`src/include/saos_defs.vh`:
```
`ifndef SAOS_DEFS_VH
`define SAOS_DEFS_VH

// ==========================================================
// Timing
`define SAOS_CLK_NS          4
`define SAOS_Q_NS            16
`define SAOS_Q_CYC           ((`SAOS_Q_NS + `SAOS_CLK_NS - 1) / `SAOS_CLK_NS)
`define SAOS_WD_TICK_NS      1000
`define SAOS_WD_TICK_CYC     (`SAOS_WD_TICK_NS / `SAOS_CLK_NS)
`define SAOS_WD_POST_LAST    8'h03

// ==========================================================
// Register offsets
`define SAOS_REG_CTRL        4'h0
`define SAOS_REG_FLAGS       4'h1
`define SAOS_REG_WREG        4'h2
`define SAOS_REG_BANKSEL     4'h3
`define SAOS_REG_WDCNT       4'h4
`define SAOS_REG_IRQ_STAT    4'h5
`define SAOS_REG_IRQ_MASK    4'h6
`define SAOS_REG_WDPOST      4'h7

// ==========================================================
// Field positions
`define SAOS_CTRL_RUN        0
`define SAOS_CTRL_WD_EN      1
`define SAOS_FLG_PWRDN       0
`define SAOS_FLG_TMOUT       1
`define SAOS_FLG_SLEEP       2
`define SAOS_FLG_NEG         3
`define SAOS_FLG_ZERO        4
`define SAOS_IRQ_SLEEP       0
`define SAOS_IRQ_WAKE_WD     1
`define SAOS_IRQ_WAKE_EXT    2
`define SAOS_IRQ_WD_AWAKE    3

// ==========================================================
// Reset values
`define SAOS_CTRL_RST        8'h01
`define SAOS_PWRDN_RST       1'b1
`define SAOS_TMOUT_RST       1'b1
`define SAOS_IRQ_MASK_RST    8'h00

// ==========================================================
// Encodings and constants
`define SAOS_OP_SET_ONES     7'h34
`define SAOS_OP_ROT_NC       6'h10
`define SAOS_OP_SLEEP        16'h0003
`define SAOS_ALL_ONES        8'hff
`define SAOS_WDT_CLR         8'h00
`define SAOS_ACC_SPLIT       8'h80
`define SAOS_ACC_LO_BANK     4'h0
`define SAOS_ACC_HI_BANK     4'hf

`endif

```
`src/core/saos_exec.v`:
```
// Decided for this implementation: the plain strobed port and the address map.
`timescale 1ns/1ns
`default_nettype none
`include "saos_defs.vh"

// Notes on behaviour
// RQ1 - Set-all-ones writes FFh into the addressed data register.
// RQ2 - Bank bit 0 addresses the access bank, ignoring the bank select reg.
// RQ3 - Bank bit 1 forms the address from the bank select register.
// RQ4 - Sleep clears the power-down flag.
// RQ5 - Sleep sets the timeout flag.
// RQ6 - Sleep clears the watchdog counter and its postscaler.
// RQ7 - In the last phase of sleep the core halts its oscillator.
// RQ8 - A watchdog wake-up from sleep clears the timeout flag.
// RQ9 - Rotate right without carry; bit 0 to bit 7; d=0 targets W.
// RQ10 - Set-all-ones takes one cycle and leaves arithmetic flags alone.
module saos_exec (
  input  wire        clk_sys,
  input  wire        sys_rst,
  input  wire [15:0] instr_word,
  input  wire        instr_valid,
  output wire        instr_ready,
  output reg  [11:0] mem_raddr_r,
  input  wire [7:0]  mem_rdata,
  output reg  [11:0] mem_waddr_r,
  output reg  [7:0]  mem_wdata_r,
  output reg         mem_we_r,
  input  wire        wake_pin,
  output wire        osc_run,
  output wire        sleeping,
  output wire        timeout_flag,
  output wire        powerdown_flag,
  input  wire [3:0]  reg_addr,
  input  wire [7:0]  reg_wdata,
  input  wire        reg_wr,
  input  wire        reg_rd,
  output reg  [7:0]  reg_rdata_r,
  output wire        irq
);

  localparam [1:0]  ST_AWAKE = 2'b01;
  localparam [1:0]  ST_SLEEP = 2'b10;
  localparam integer WD_TICK_LAST_I = `SAOS_WD_TICK_CYC - 1;
  localparam [15:0]  WD_TICK_LAST   = WD_TICK_LAST_I[15:0];

  // ==========================================================
  // Address forming shared by read and write ports
  function [11:0] saos_addr;
    input [7:0] f;
    input       a;
    input [3:0] bank_sel;
    begin
      // Access bank: low half in bank 0, high half in the top bank
      if (!a) begin
        if (f < `SAOS_ACC_SPLIT)
          saos_addr = {`SAOS_ACC_LO_BANK, f};  // RQ2
        else
          saos_addr = {`SAOS_ACC_HI_BANK, f};  // RQ2
      end else begin
        // Banked access takes the upper bits from the bank select
        saos_addr = {bank_sel, f};  // RQ3
      end
    end
  endfunction

  reg  [1:0]  state_r;
  reg  [15:0] ir_r;
  reg         ir_v_r;
  reg  [7:0]  res_r;
  reg  [7:0]  ctrl_r;
  reg  [7:0]  wreg_r;
  reg  [3:0]  bank_select_reg_r;
  // Power status flags
  reg         pwrdn_r;
  reg         to_r;
  // Arithmetic flags, touched only by the rotate
  reg         neg_r;
  reg         zero_r;
  // Watchdog prescaler, counter and postscaler
  reg  [15:0] wd_pre_r;
  reg  [7:0]  watchdog_counter_r;
  reg  [7:0]  wd_post_r;
  reg  [7:0]  irq_stat_r;
  reg  [7:0]  irq_stat_nxt;
  reg  [7:0]  irq_mask_r;
  reg         wake_s1_r;
  reg         wake_s2_r;
  reg  [7:0]  ev;

  wire        q_tick;
  wire [3:0]  q_phase_r;
  wire        is_set_ones;
  wire        is_rot_nc;
  wire        is_sleep;
  wire        to_w;
  wire [11:0] op_addr;
  wire        wd_tick;
  wire        wd_wrap;
  wire        wd_timeout;
  wire        do_sleep;
  wire        wake_wd;
  wire        wake_ext;

  // ==========================================================
  // Phase sequencer
  assign osc_run = (state_r == ST_AWAKE) & ctrl_r[`SAOS_CTRL_RUN];  // RQ7

  saos_qgen u_qgen (
    .clk_sys   (clk_sys),
    .sys_rst   (sys_rst),
    .osc_run   (osc_run),
    .q_tick    (q_tick),
    .q_phase_r (q_phase_r)
  );

  assign instr_ready = q_tick & q_phase_r[0];
  assign sleeping    = (state_r == ST_SLEEP);

  // ==========================================================
  // Decode
  // Only a word offered at Q1 is decoded; others act as no-ops
  assign is_set_ones = ir_v_r & (ir_r[15:9] == `SAOS_OP_SET_ONES);
  assign is_rot_nc   = ir_v_r & (ir_r[15:10] == `SAOS_OP_ROT_NC);
  assign is_sleep    = ir_v_r & (ir_r == `SAOS_OP_SLEEP);
  // Destination bit clear sends the rotate result to W
  assign to_w        = is_rot_nc & ~ir_r[9];  // RQ9
  // Sleep takes effect on the Q4 tick of its own cycle
  assign op_addr  = saos_addr(ir_r[7:0], ir_r[8], bank_select_reg_r);
  assign do_sleep = q_tick & q_phase_r[3] & is_sleep;

  // ==========================================================
  // Instruction pipeline over the four phases
  always @(posedge clk_sys) begin
    if (sys_rst) begin
      ir_r        <= 16'h0000;
      ir_v_r      <= 1'b0;
      res_r       <= 8'h00;
      mem_raddr_r <= 12'h000;
      mem_waddr_r <= 12'h000;
      mem_wdata_r <= 8'h00;
      mem_we_r    <= 1'b0;
    end else begin
      mem_we_r <= 1'b0;
      if (q_tick) begin
        if (q_phase_r[0]) begin
          ir_r   <= instr_word;
          ir_v_r <= instr_valid;
        end
        if (q_phase_r[1])
          mem_raddr_r <= op_addr;
        if (q_phase_r[2]) begin
          // Process data: fixed ones, or the rotated operand
          if (is_set_ones)
            res_r <= `SAOS_ALL_ONES;  // RQ1
          else
            res_r <= {mem_rdata[0], mem_rdata[7:1]};  // RQ9
        end
        if (q_phase_r[3]) begin
          // Write back to the data register where one is due
          if (is_set_ones || (is_rot_nc && !to_w)) begin
            mem_we_r    <= 1'b1;  // RQ1
            mem_waddr_r <= op_addr;
            mem_wdata_r <= res_r;
          end
          ir_v_r <= 1'b0;
        end
      end
    end
  end

  // ==========================================================
  // Core state and power flags
  always @(posedge clk_sys) begin
    if (sys_rst) begin
      state_r <= ST_AWAKE;
      pwrdn_r <= `SAOS_PWRDN_RST;
      to_r    <= `SAOS_TMOUT_RST;
    end else begin
      case (state_r)
        ST_AWAKE: begin
          // Flags change together with sleep entry
          if (do_sleep) begin
            state_r <= ST_SLEEP;  // RQ7
            pwrdn_r <= 1'b0;  // RQ4
            to_r    <= 1'b1;  // RQ5
          end
        end
        ST_SLEEP: begin
          // A watchdog wake outranks a pin wake in the same cycle
          if (wake_wd) begin
            state_r <= ST_AWAKE;
            to_r    <= 1'b0;  // RQ8
          end else if (wake_ext) begin
            state_r <= ST_AWAKE;
          end
        end
        default: begin
          state_r <= ST_AWAKE;
        end
      endcase
    end
  end

  assign timeout_flag   = to_r;
  assign powerdown_flag = pwrdn_r;

  // ==========================================================
  // Working register and arithmetic flags
  always @(posedge clk_sys) begin
    if (sys_rst) begin
      wreg_r <= 8'h00;
      neg_r  <= 1'b0;
      zero_r <= 1'b0;
    end else begin
      // Core write to W wins over a software write in one cycle
      if (q_tick && q_phase_r[3] && is_rot_nc) begin
        neg_r  <= res_r[7];
        zero_r <= (res_r == 8'h00);
        if (to_w)
          wreg_r <= res_r;  // RQ9
      end else if (reg_wr && reg_addr == `SAOS_REG_WREG) begin
        wreg_r <= reg_wdata;
      end
      // Set-all-ones never reaches the flag update above
      // RQ10
    end
  end

  // ==========================================================
  // Watchdog with postscaler, running also during sleep
  // Prescaler turns many clocks into one slow count tick
  assign wd_tick    = ctrl_r[`SAOS_CTRL_WD_EN] &
                      (wd_pre_r == WD_TICK_LAST);
  // A wrap of the eight-bit count advances the postscaler
  assign wd_wrap    = wd_tick & (watchdog_counter_r == 8'hff);
  // Timeout on the wrap that finds the postscaler at its last step
  assign wd_timeout = wd_wrap & (wd_post_r == `SAOS_WD_POST_LAST);
  assign wake_wd    = sleeping & wd_timeout;
  assign wake_ext   = sleeping & wake_s2_r;

  // Sleep entry restarts the whole chain, so a full period
  // passes before the watchdog can wake the core
  always @(posedge clk_sys) begin
    if (sys_rst) begin
      wd_pre_r           <= 16'h0000;
      watchdog_counter_r <= `SAOS_WDT_CLR;
      wd_post_r          <= 8'h00;
    end else if (do_sleep) begin
      wd_pre_r           <= 16'h0000;
      watchdog_counter_r <= `SAOS_WDT_CLR;  // RQ6
      wd_post_r          <= 8'h00;  // RQ6
    end else if (ctrl_r[`SAOS_CTRL_WD_EN]) begin
      if (wd_tick) begin
        wd_pre_r           <= 16'h0000;
        watchdog_counter_r <= watchdog_counter_r + 8'h01;
        if (wd_timeout)
          wd_post_r <= 8'h00;
        else if (wd_wrap)
          wd_post_r <= wd_post_r + 8'h01;
      end else begin
        wd_pre_r <= wd_pre_r + 16'h0001;
      end
    end
  end

  // ==========================================================
  // Wake pin synchroniser
  always @(posedge clk_sys) begin
    if (sys_rst) begin
      wake_s1_r <= 1'b0;
      wake_s2_r <= 1'b0;
    end else begin
      wake_s1_r <= wake_pin;
      wake_s2_r <= wake_s1_r;
    end
  end

  // ==========================================================
  // Software registers
  always @(posedge clk_sys) begin
    if (sys_rst) begin
      ctrl_r            <= `SAOS_CTRL_RST;
      bank_select_reg_r <= 4'h0;
      irq_mask_r        <= `SAOS_IRQ_MASK_RST;
    end else if (reg_wr) begin
      case (reg_addr)
        `SAOS_REG_CTRL:     ctrl_r            <= reg_wdata & 8'h03;
        `SAOS_REG_BANKSEL:  bank_select_reg_r <= reg_wdata[3:0];
        `SAOS_REG_IRQ_MASK: irq_mask_r        <= reg_wdata & 8'h0f;
        default: begin
        end
      endcase
    end
  end

  // ==========================================================
  // Interrupt status, set beats write-one-to-clear
  always @* begin
    ev = 8'h00;
    ev[`SAOS_IRQ_SLEEP]     = do_sleep;
    ev[`SAOS_IRQ_WAKE_WD]   = wake_wd;
    // Pin wake counts only when the watchdog did not win
    ev[`SAOS_IRQ_WAKE_EXT]  = wake_ext & ~wake_wd;
    ev[`SAOS_IRQ_WD_AWAKE]  = wd_timeout & ~sleeping;
    // Clear first, then set, so a new event is never lost
    irq_stat_nxt = irq_stat_r;
    if (reg_wr && reg_addr == `SAOS_REG_IRQ_STAT)
      irq_stat_nxt = irq_stat_nxt & ~reg_wdata;
    irq_stat_nxt = irq_stat_nxt | ev;
  end

  always @(posedge clk_sys) begin
    if (sys_rst)
      irq_stat_r <= 8'h00;
    else
      irq_stat_r <= irq_stat_nxt;
  end

  assign irq = |(irq_stat_r & irq_mask_r);

  // ==========================================================
  // Read port, data one cycle after the strobe
  always @(posedge clk_sys) begin
    if (sys_rst) begin
      reg_rdata_r <= 8'h00;
    end else if (reg_rd) begin
      case (reg_addr)
        `SAOS_REG_CTRL:     reg_rdata_r <= ctrl_r;
        `SAOS_REG_FLAGS:    reg_rdata_r <= {3'h0, zero_r, neg_r,
                                            sleeping, to_r, pwrdn_r};
        `SAOS_REG_WREG:     reg_rdata_r <= wreg_r;
        `SAOS_REG_BANKSEL:  reg_rdata_r <= {4'h0, bank_select_reg_r};
        `SAOS_REG_WDCNT:    reg_rdata_r <= watchdog_counter_r;
        `SAOS_REG_IRQ_STAT: reg_rdata_r <= irq_stat_r;
        `SAOS_REG_IRQ_MASK: reg_rdata_r <= irq_mask_r;
        `SAOS_REG_WDPOST:   reg_rdata_r <= wd_post_r;
        // Unmapped offsets read as zero
        default:            reg_rdata_r <= 8'h00;
      endcase
    end else begin
      // Read data stands one cycle only
      reg_rdata_r <= 8'h00;
    end
  end

endmodule // saos_exec

`default_nettype wire

```
`src/core/saos_qgen.v`:
```
`timescale 1ns/1ns
`default_nettype none
`include "saos_defs.vh"

module saos_qgen (
  input  wire       clk_sys,
  input  wire       sys_rst,
  input  wire       osc_run,
  output wire       q_tick,
  output reg  [3:0] q_phase_r
);

  localparam integer Q_LAST_I = `SAOS_Q_CYC - 1;
  localparam [7:0]   Q_LAST   = Q_LAST_I[7:0];

  reg [7:0] div_r;

  // ==========================================================
  // Phase divider, held at Q1 while the oscillator is halted
  assign q_tick = osc_run & (div_r == Q_LAST);

  always @(posedge clk_sys) begin
    if (sys_rst || !osc_run) begin
      div_r     <= 8'h00;
      q_phase_r <= 4'h1;
    end else if (q_tick) begin
      div_r     <= 8'h00;
      q_phase_r <= {q_phase_r[2:0], q_phase_r[3]};
    end else begin
      div_r     <= div_r + 8'h01;
    end
  end

endmodule // saos_qgen

`default_nettype wire

```
`config.mk`:
```
export PLATFORM = sky130hd
export DESIGN_NAME = saos_exec
export DESIGN_NICKNAME = d
export VERILOG_FILES = /design/src/core/saos_exec.v /design/src/core/saos_qgen.v
export VERILOG_INCLUDE_DIRS = /design/src /design/src/include
export SDC_FILE = /design/constraint.sdc
export NUM_CORES = 1
export LEC_CHECK = 0
export ABC_AREA = 1
export ABC_CLOCK_PERIOD_IN_PS = 4400
export BUFFER_PORTS_ARGS = -buffer_cell sky130_fd_sc_hd__buf_2
export CAP_MARGIN = 10
export CELL_PAD_IN_SITES_DETAIL_PLACEMENT = 0
export CELL_PAD_IN_SITES_GLOBAL_PLACEMENT = 1
export CORE_ASPECT_RATIO = 0.5
export CORE_MARGIN = 2
export CORE_UTILIZATION = 47
export CTS_BUF_LIST = sky130_fd_sc_hd__clkbuf_8
export DETAILED_ROUTE_END_ITERATION = 10
export PLACE_DENSITY = 0.89
export SLEW_MARGIN = 20
export SYNTH_ARGS = -nofsm -noshare
export SYNTH_HDL_FRONTEND = slang
export SYNTH_SLANG_ARGS = --single-unit
```
`constraint.sdc`:
```
create_clock -name clk_sys -period 4.4 [get_ports clk_sys]
set_input_delay 0.88 -clock clk_sys [delete_from_list [all_inputs] [get_ports clk_sys]]
set_output_delay 0.88 -clock clk_sys [all_outputs]
set_load 0.005 [all_outputs]
```
=== Word-level counts from Yosys, hierarchy flattened ===
Index checks and enable logic that the tools add are counted.

* Magnitude comparators: 1
* Divide/modulo/power cells: 0
* Multipliers: 0
* Bitwise logic cells: 26
* Reduce and logical (&&, ||, !) cells: 34
* Shift-type cells: 0
* Mux-type cells: 21
* Add/sub/neg operators: 4
* Eq/ne operators: 20

{| class="wikitable"
|+ Operators with widths
! kind !! count
|-
| one-hot mux 8 bit (8 select lines) || 1
|-
| two-way mux 8 bit || 7
|-
| adder 8 x 1 -> 8 bit, second input constant || 3
|-
| two-way mux 12 bit || 2
|-
| AND reduction 2 bit || 11
|-
| adder 16 x 1 -> 16 bit, second input constant || 1
|-
| AND 1 bit || 16
|-
| == test 16 x 2 -> 1 bit, second input constant || 1
|-
| == test 16 x 8 -> 1 bit, second input constant || 1
|-
| == test 4 x 3 -> 1 bit, second input constant || 4
|-
| == test 8 x 2 -> 1 bit, second input constant || 2
|-
| two-way mux 16 bit || 1
|-
| AND reduction 3 bit || 3
|-
| AND 8 x 4 -> 8 bit || 1
|-
| AND 8 bit || 1
|-
| == test 4 x 2 -> 1 bit, second input constant || 2
|-
| == test 8 bit, second input constant || 1
|-
| logical NOT 8 bit || 1
|-
| < comparator 8 bit, second input constant || 1
|-
| inverter 8 bit || 1
|-
| OR 8 x 4 -> 8 bit || 1
|-
| nonzero test 2 bit || 4
|-
| OR reduction 8 bit || 1
|-
| == test 7 x 6 -> 1 bit, second input constant || 1
|-
| 18 further kinds || 38
|}

* Memory bits (read-only): 0
* Memories: 0
* Bits in latches: 0
* Output and inout bits: 47
* Memory bits (writable): 0
* Register bits after elaboration: 144
* Logic and storage cells: 131

=== Longest topological paths before layout ===
* Depth after elaboration: 8
* Gate-level depth with buffers: 11
* Gate-level depth less buffers: 11

=== Cells and area by module ===
From an unflattened synthesis, not the netlist that was laid out.

* Cell total of the unflattened synthesis: 934
* Area, all modules: 6,571.3 um^2

{| class="wikitable"
|+ Modules (own cells, without submodules)
! module !! instances !! area an instance (um^2) !! cells each
|-
| saos_exec || 1 || 5,936.9 || 852
|-
| saos_qgen || 1 || 634.4 || 82
|}

=== Worst setup path after synthesis ===
No wires, ideal clock.

* Path kind: input port to flip-flop
* From: input port sys_rst
* To: register ir_v_r
* Setup time: 0.132 ns
* Path buffers: 3
* Slack: 2.453 ns
* Arrival: 1.815 ns
* Cell stages on the path: 4
* Cells stage by stage: buf_2 -> buf_1 -> clkbuf_1 -> a21oi_1

{| class="wikitable"
|+ RTL lines
! item !! RTL line !! RTL
|-
| from (decl) || saos_exec.v:19 || <nowiki>input wire sys_rst,</nowiki>
|-
| to (signal assigned) || saos_exec.v:147 || <nowiki>ir_v_r <= instr_valid;</nowiki>
|-
| to (decl) || saos_exec.v:68 || <nowiki>reg ir_v_r;</nowiki>
|}

No word-level cell between the ends.

=== Final worst setup path ===
* From: register ir_r[11]
* To: register mem_waddr_r[11]

* Cells in the longest elaborated chain, start to end: 7
* Elaborated cells between the ends (all ways): 9
* Classes of those cells: eq/ne: 2; bitwise: 3; reduce/logical: 4

{| class="wikitable"
|+ RTL lines
! item !! RTL line !! RTL
|-
| from (decl) || saos_exec.v:67 || <nowiki>reg [15:0] ir_r;</nowiki>
|-
| from (signal assigned) || saos_exec.v:146 || <nowiki>ir_r <= instr_word;</nowiki>
|-
| == test 6 x 5 -> 1 bit (no line) || n/a ||
|-
| AND 1 bit || saos_exec.v:123 || <nowiki>assign is_rot_nc = ir_v_r & (ir_r[15:10] == `SAOS_OP_ROT_NC);</nowiki>
|-
| AND 1 bit || saos_exec.v:126 || <nowiki>assign to_w = is_rot_nc & ~ir_r[9];</nowiki>
|-
| logical NOT 1 bit || saos_exec.v:160 || <nowiki>if (is_set_ones || (is_rot_nc && !to_w)) begin</nowiki>
|-
| logical AND 1 bit || saos_exec.v:160 ||
|-
| logical OR 1 bit * || saos_exec.v:160 ||
|-
| AND reduction 3 bit (no line) * || n/a ||
|-
| to (signal assigned) || saos_exec.v:162 || <nowiki>mem_waddr_r <= op_addr;</nowiki>
|-
| to (decl) || saos_exec.v:25 || <nowiki>output reg [11:0] mem_waddr_r,</nowiki>
|}

Mark *: on every way between the ends. The rest lies on a longest branch, timed or not.
A chain may end at the register's enable or synchronous reset.

==> results.json <==
{
  "cts.sinks": 144,
  "setup_viol": 0,
  "post_cts_resized": 0,
  "hold_violations": 0,
  "r2r-end": "mem_waddr_r[11]",
  "post-dp-hpwl_mm": 12.5,
  "syn_inst": 911,
  "die_x_um": 172,
  "cpLargestDelayFamily": "simple AND/OR/NAND/NOR gates",
  "grt_max_degree": 62,
  "irDropWorstVdd_v": 0.000160,
  "grt_pass1_wl_mm": 28.4,
  "yosys.area.top_type_share_pct": 43.3,
  "cp_cell_sequence": "nor2_1, nand2_1, nor2_1, nand2_1, nand2_1, nand3_1, nand2_1, a21oi_1",
  "avgSynthCellArea_um2": 7.31,
  "numPortBuffers": 88,
  "route.detailed.drc": 0,
  "synth.yosys.seq_area_share_pct": 43.3,
  "place_area_um2": 7180,
  "critPathBufInv": 0,
  "clockBufferDepth": 2,
  "fmax_mhz": 337,
  "core_um2": 13700,
  "p_leak_uw": 0.00306,
  "rsz0062_at_grt": "no",
  "final_cell_mix": "nand2_1 (168), dfxtp_1 (144), nor2_1 (127)",
  "path_clk_slew_ns": 0.09,
  "ys_types": 39,
  "die_area_um2": 15200,
  "hp-start": "wake_s1_r",
  "relSlewSlack_pct": 36.0,
  "fin_area_um2": 7560,
  "cts_root_buffer": "clkbuf_8",
  "drive_gt1_share_pct": 16.5,
  "wire_per_inst_um": 14.6,
  "fin_crit_ns": 2.97,
  "max-cap-violations": 0,
  "timing.setup.tns_ns": 0,
  "grt_pass1_vias": 5684,
  "antenna_found_initial": 0,
  "rrSetupSlack_ns": 1.43,
  "skew_ns": 0.0207,
  "cts_max_level": 4,
  "ys_seq_elements": 144,
  "crit_cells": 8,
  "worstSetupPathType": "reg -> reg",
  "status": "finished, final reports clean",
  "netlist_area_um2": 6660,
  "numCtsBuffers": 17,
  "ant_nets": 0,
  "crit_path_frequent_cell": "nand2_1",
  "power_density_nw_per_um2": 336,
  "cp-start-kind": "register",
  "via_count": 6261,
  "ctsHoldBuffers": 0,
  "max_stage_delay_ns": 0.70,
  "synth_area_leaders": "dfxtp_1 (43%), nand2_1 (9.5%), nor2_1 (7.2%)",
  "vias_per_cell": 5.26,
  "gp_congestion": 0.893,
  "hold_class": "reg -> reg",
  "worstMarginPinSlew_ns": 0.960,
  "finalMaxSlewViolations": 0,
  "cp.arrival_ns": 3.28,
  "first_pass_iters": 5,
  "cts_setup_buffers": 0,
  "initial_utilization_pct": 48.6,
  "cts_tree": "done",
  "slowest_stage": "nand3_1",
  "die_height_um": 88.2,
  "layout-area-overhead-vs-synth_pct": 13.5,
  "num_antenna_cells": 0,
  "drt-initial-drc-count": 521,
  "final_common_cell": "nand2_1",
  "holdPathEnd": "wake_s2_r",
  "grt_use_total_pct": 24.1,
  "worstPathRequired_ns": 4.71,
  "routed_wl_mm": 17.4,
  "grt_overflow": 0,
  "syn-num-nets": 958,
  "layout.nets": 1033,
  "ios": 89,
  "whs_path_depth": 2,
  "yosysWarnings": 0,
  "timing.rr.start": "ir_r[11]",
  "r2r_cells": 8,
  "synth_top_cell_by_area": "dfxtp_1",
  "worstSkewPairLatency_ns": 0.46,
  "fin_crit_sh_pct": 67.4,
  "end_kind": "register",
  "crit_fanout": 21,
  "num_rows": 30
}
==> worst max-delay path by stage <==
| stage | startpoint | endpoint | slack, ns |
|---|---|---|---|
| floorplan | sys_rst | ir_v_r | 2.45 |
| global placement | ir_r[11] | mem_wdata_r[4] | 1.58 |
| detailed placement | ir_r[11] | mem_wdata_r[5] | 1.47 |
| CTS | ir_r[11] | mem_waddr_r[11] | 1.45 |
| global route | ir_r[15] | mem_waddr_r[10] | 1.01 |
| finish | ir_r[11] | mem_waddr_r[11] | 1.43 |
==> tightest hold or removal path, delay by kind of cell (launching register included) <==
| kind | cells | cell delay [ns] |
|---|---|---|
| buf+inv | 1 | 0.04 |
| flops | 1 | 0.31 |
| simple gates | 1 | 0.03 |
==> cells by family (layout without fill, tap and decap cells) <==
logic type | Yosys count | in the layout | share of synthesized area (%)
and+or+nand+nor | 445 | 445 | 30.8
buffers and inverters | 142 | 230 | 8.73
xor gates and xnor gates | 13 | 13 | 1.71
DFF | 144 | 144 | 43.3
adders and majority gates | 5 | 5 | 0.939
AOI/OAI and AO/OA | 162 | 162 | 14.5
==> per-stage QoR <==
step / cells / hold slack [ns] / util [%] / power [uW] / worst slack, ns
6_report: 1191 / 0.410 / 55.2 / 2540 / 1.43
4_1_cts: 1191 / 0.410 / 55.2 / 2550 / 1.45
2_1_floorplan: 911 / 0.388 / - / 1480 / 2.45
3_3_place_gp: 1159 / 0.391 / 52.4 / 1530 / 1.58
5_1_grt: 1191 / 0.452 / 55.2 / 2640 / 1.01
3_5_place_dp: 1159 / 0.397 / 52.4 / 1530 / 1.47
==> cell usage after synthesis <==
cell type,number
inv_1,103
nor3_1,16
buf_1,2
dfxtp_1,144
buf_2,12
nand4_2,2
o21ai_0,46
xnor2_1,1
a31oi_1,4
or2_2,2
nand2_1,168
ha_1,5
nor3b_1,1
xor2_1,12
nand2_8,1
nor2_2,4
a21oi_1,69
o21bai_1,1
nor2_1,127
a211oi_2,12
nor4_1,2
nand4_1,37
clkbuf_1,12
nor2_4,7
o211ai_1,2
buf_6,2
a21oi_2,3
nor2_8,2
or3_1,1
inv_2,6
buf_4,5
nand3_2,3
a211oi_1,2
nand3_1,64
nand3b_1,4
o22ai_1,19
nand2_2,3
a311oi_1,4
and3_1,1
==> final cells by class <==
cell class | instances | area, um^2
clock inverter | 15 | 148
tap | 192 | 240
inverter | 109 | 409
timing repair buffer | 89 | 448
multi-input combinational | 625 | 3200
sequential | 144 | 2880
clock buffer | 17 | 234
fill | 1365 | 6140
==> routing by layer <==
metal / vias to the layer above / GRT usage (%) / wire (um)
li1: 3169 / - / -
met1: 2910 / 33.6 / 8620
met3: 29 / 4.88 / 824
met5: - / 0 / 0
met2: 153 / 37.5 / 7570
met4: 0 / 8.71 / 351
==> flip-flops by register name, indices dropped and copies added (netlist names), 12 cells and up <==
signal	count
mem_waddr_r	12
mem_raddr_r	12
ir_r	16
wd_pre_r	16
==> report_power, final <==
part	internal [uW]	switching (uW)
sequential	1320	16.5
clock	463	573
combinational	50.8	111
total	1840	700
Note: power is estimated with default switching activity, not from simulation.
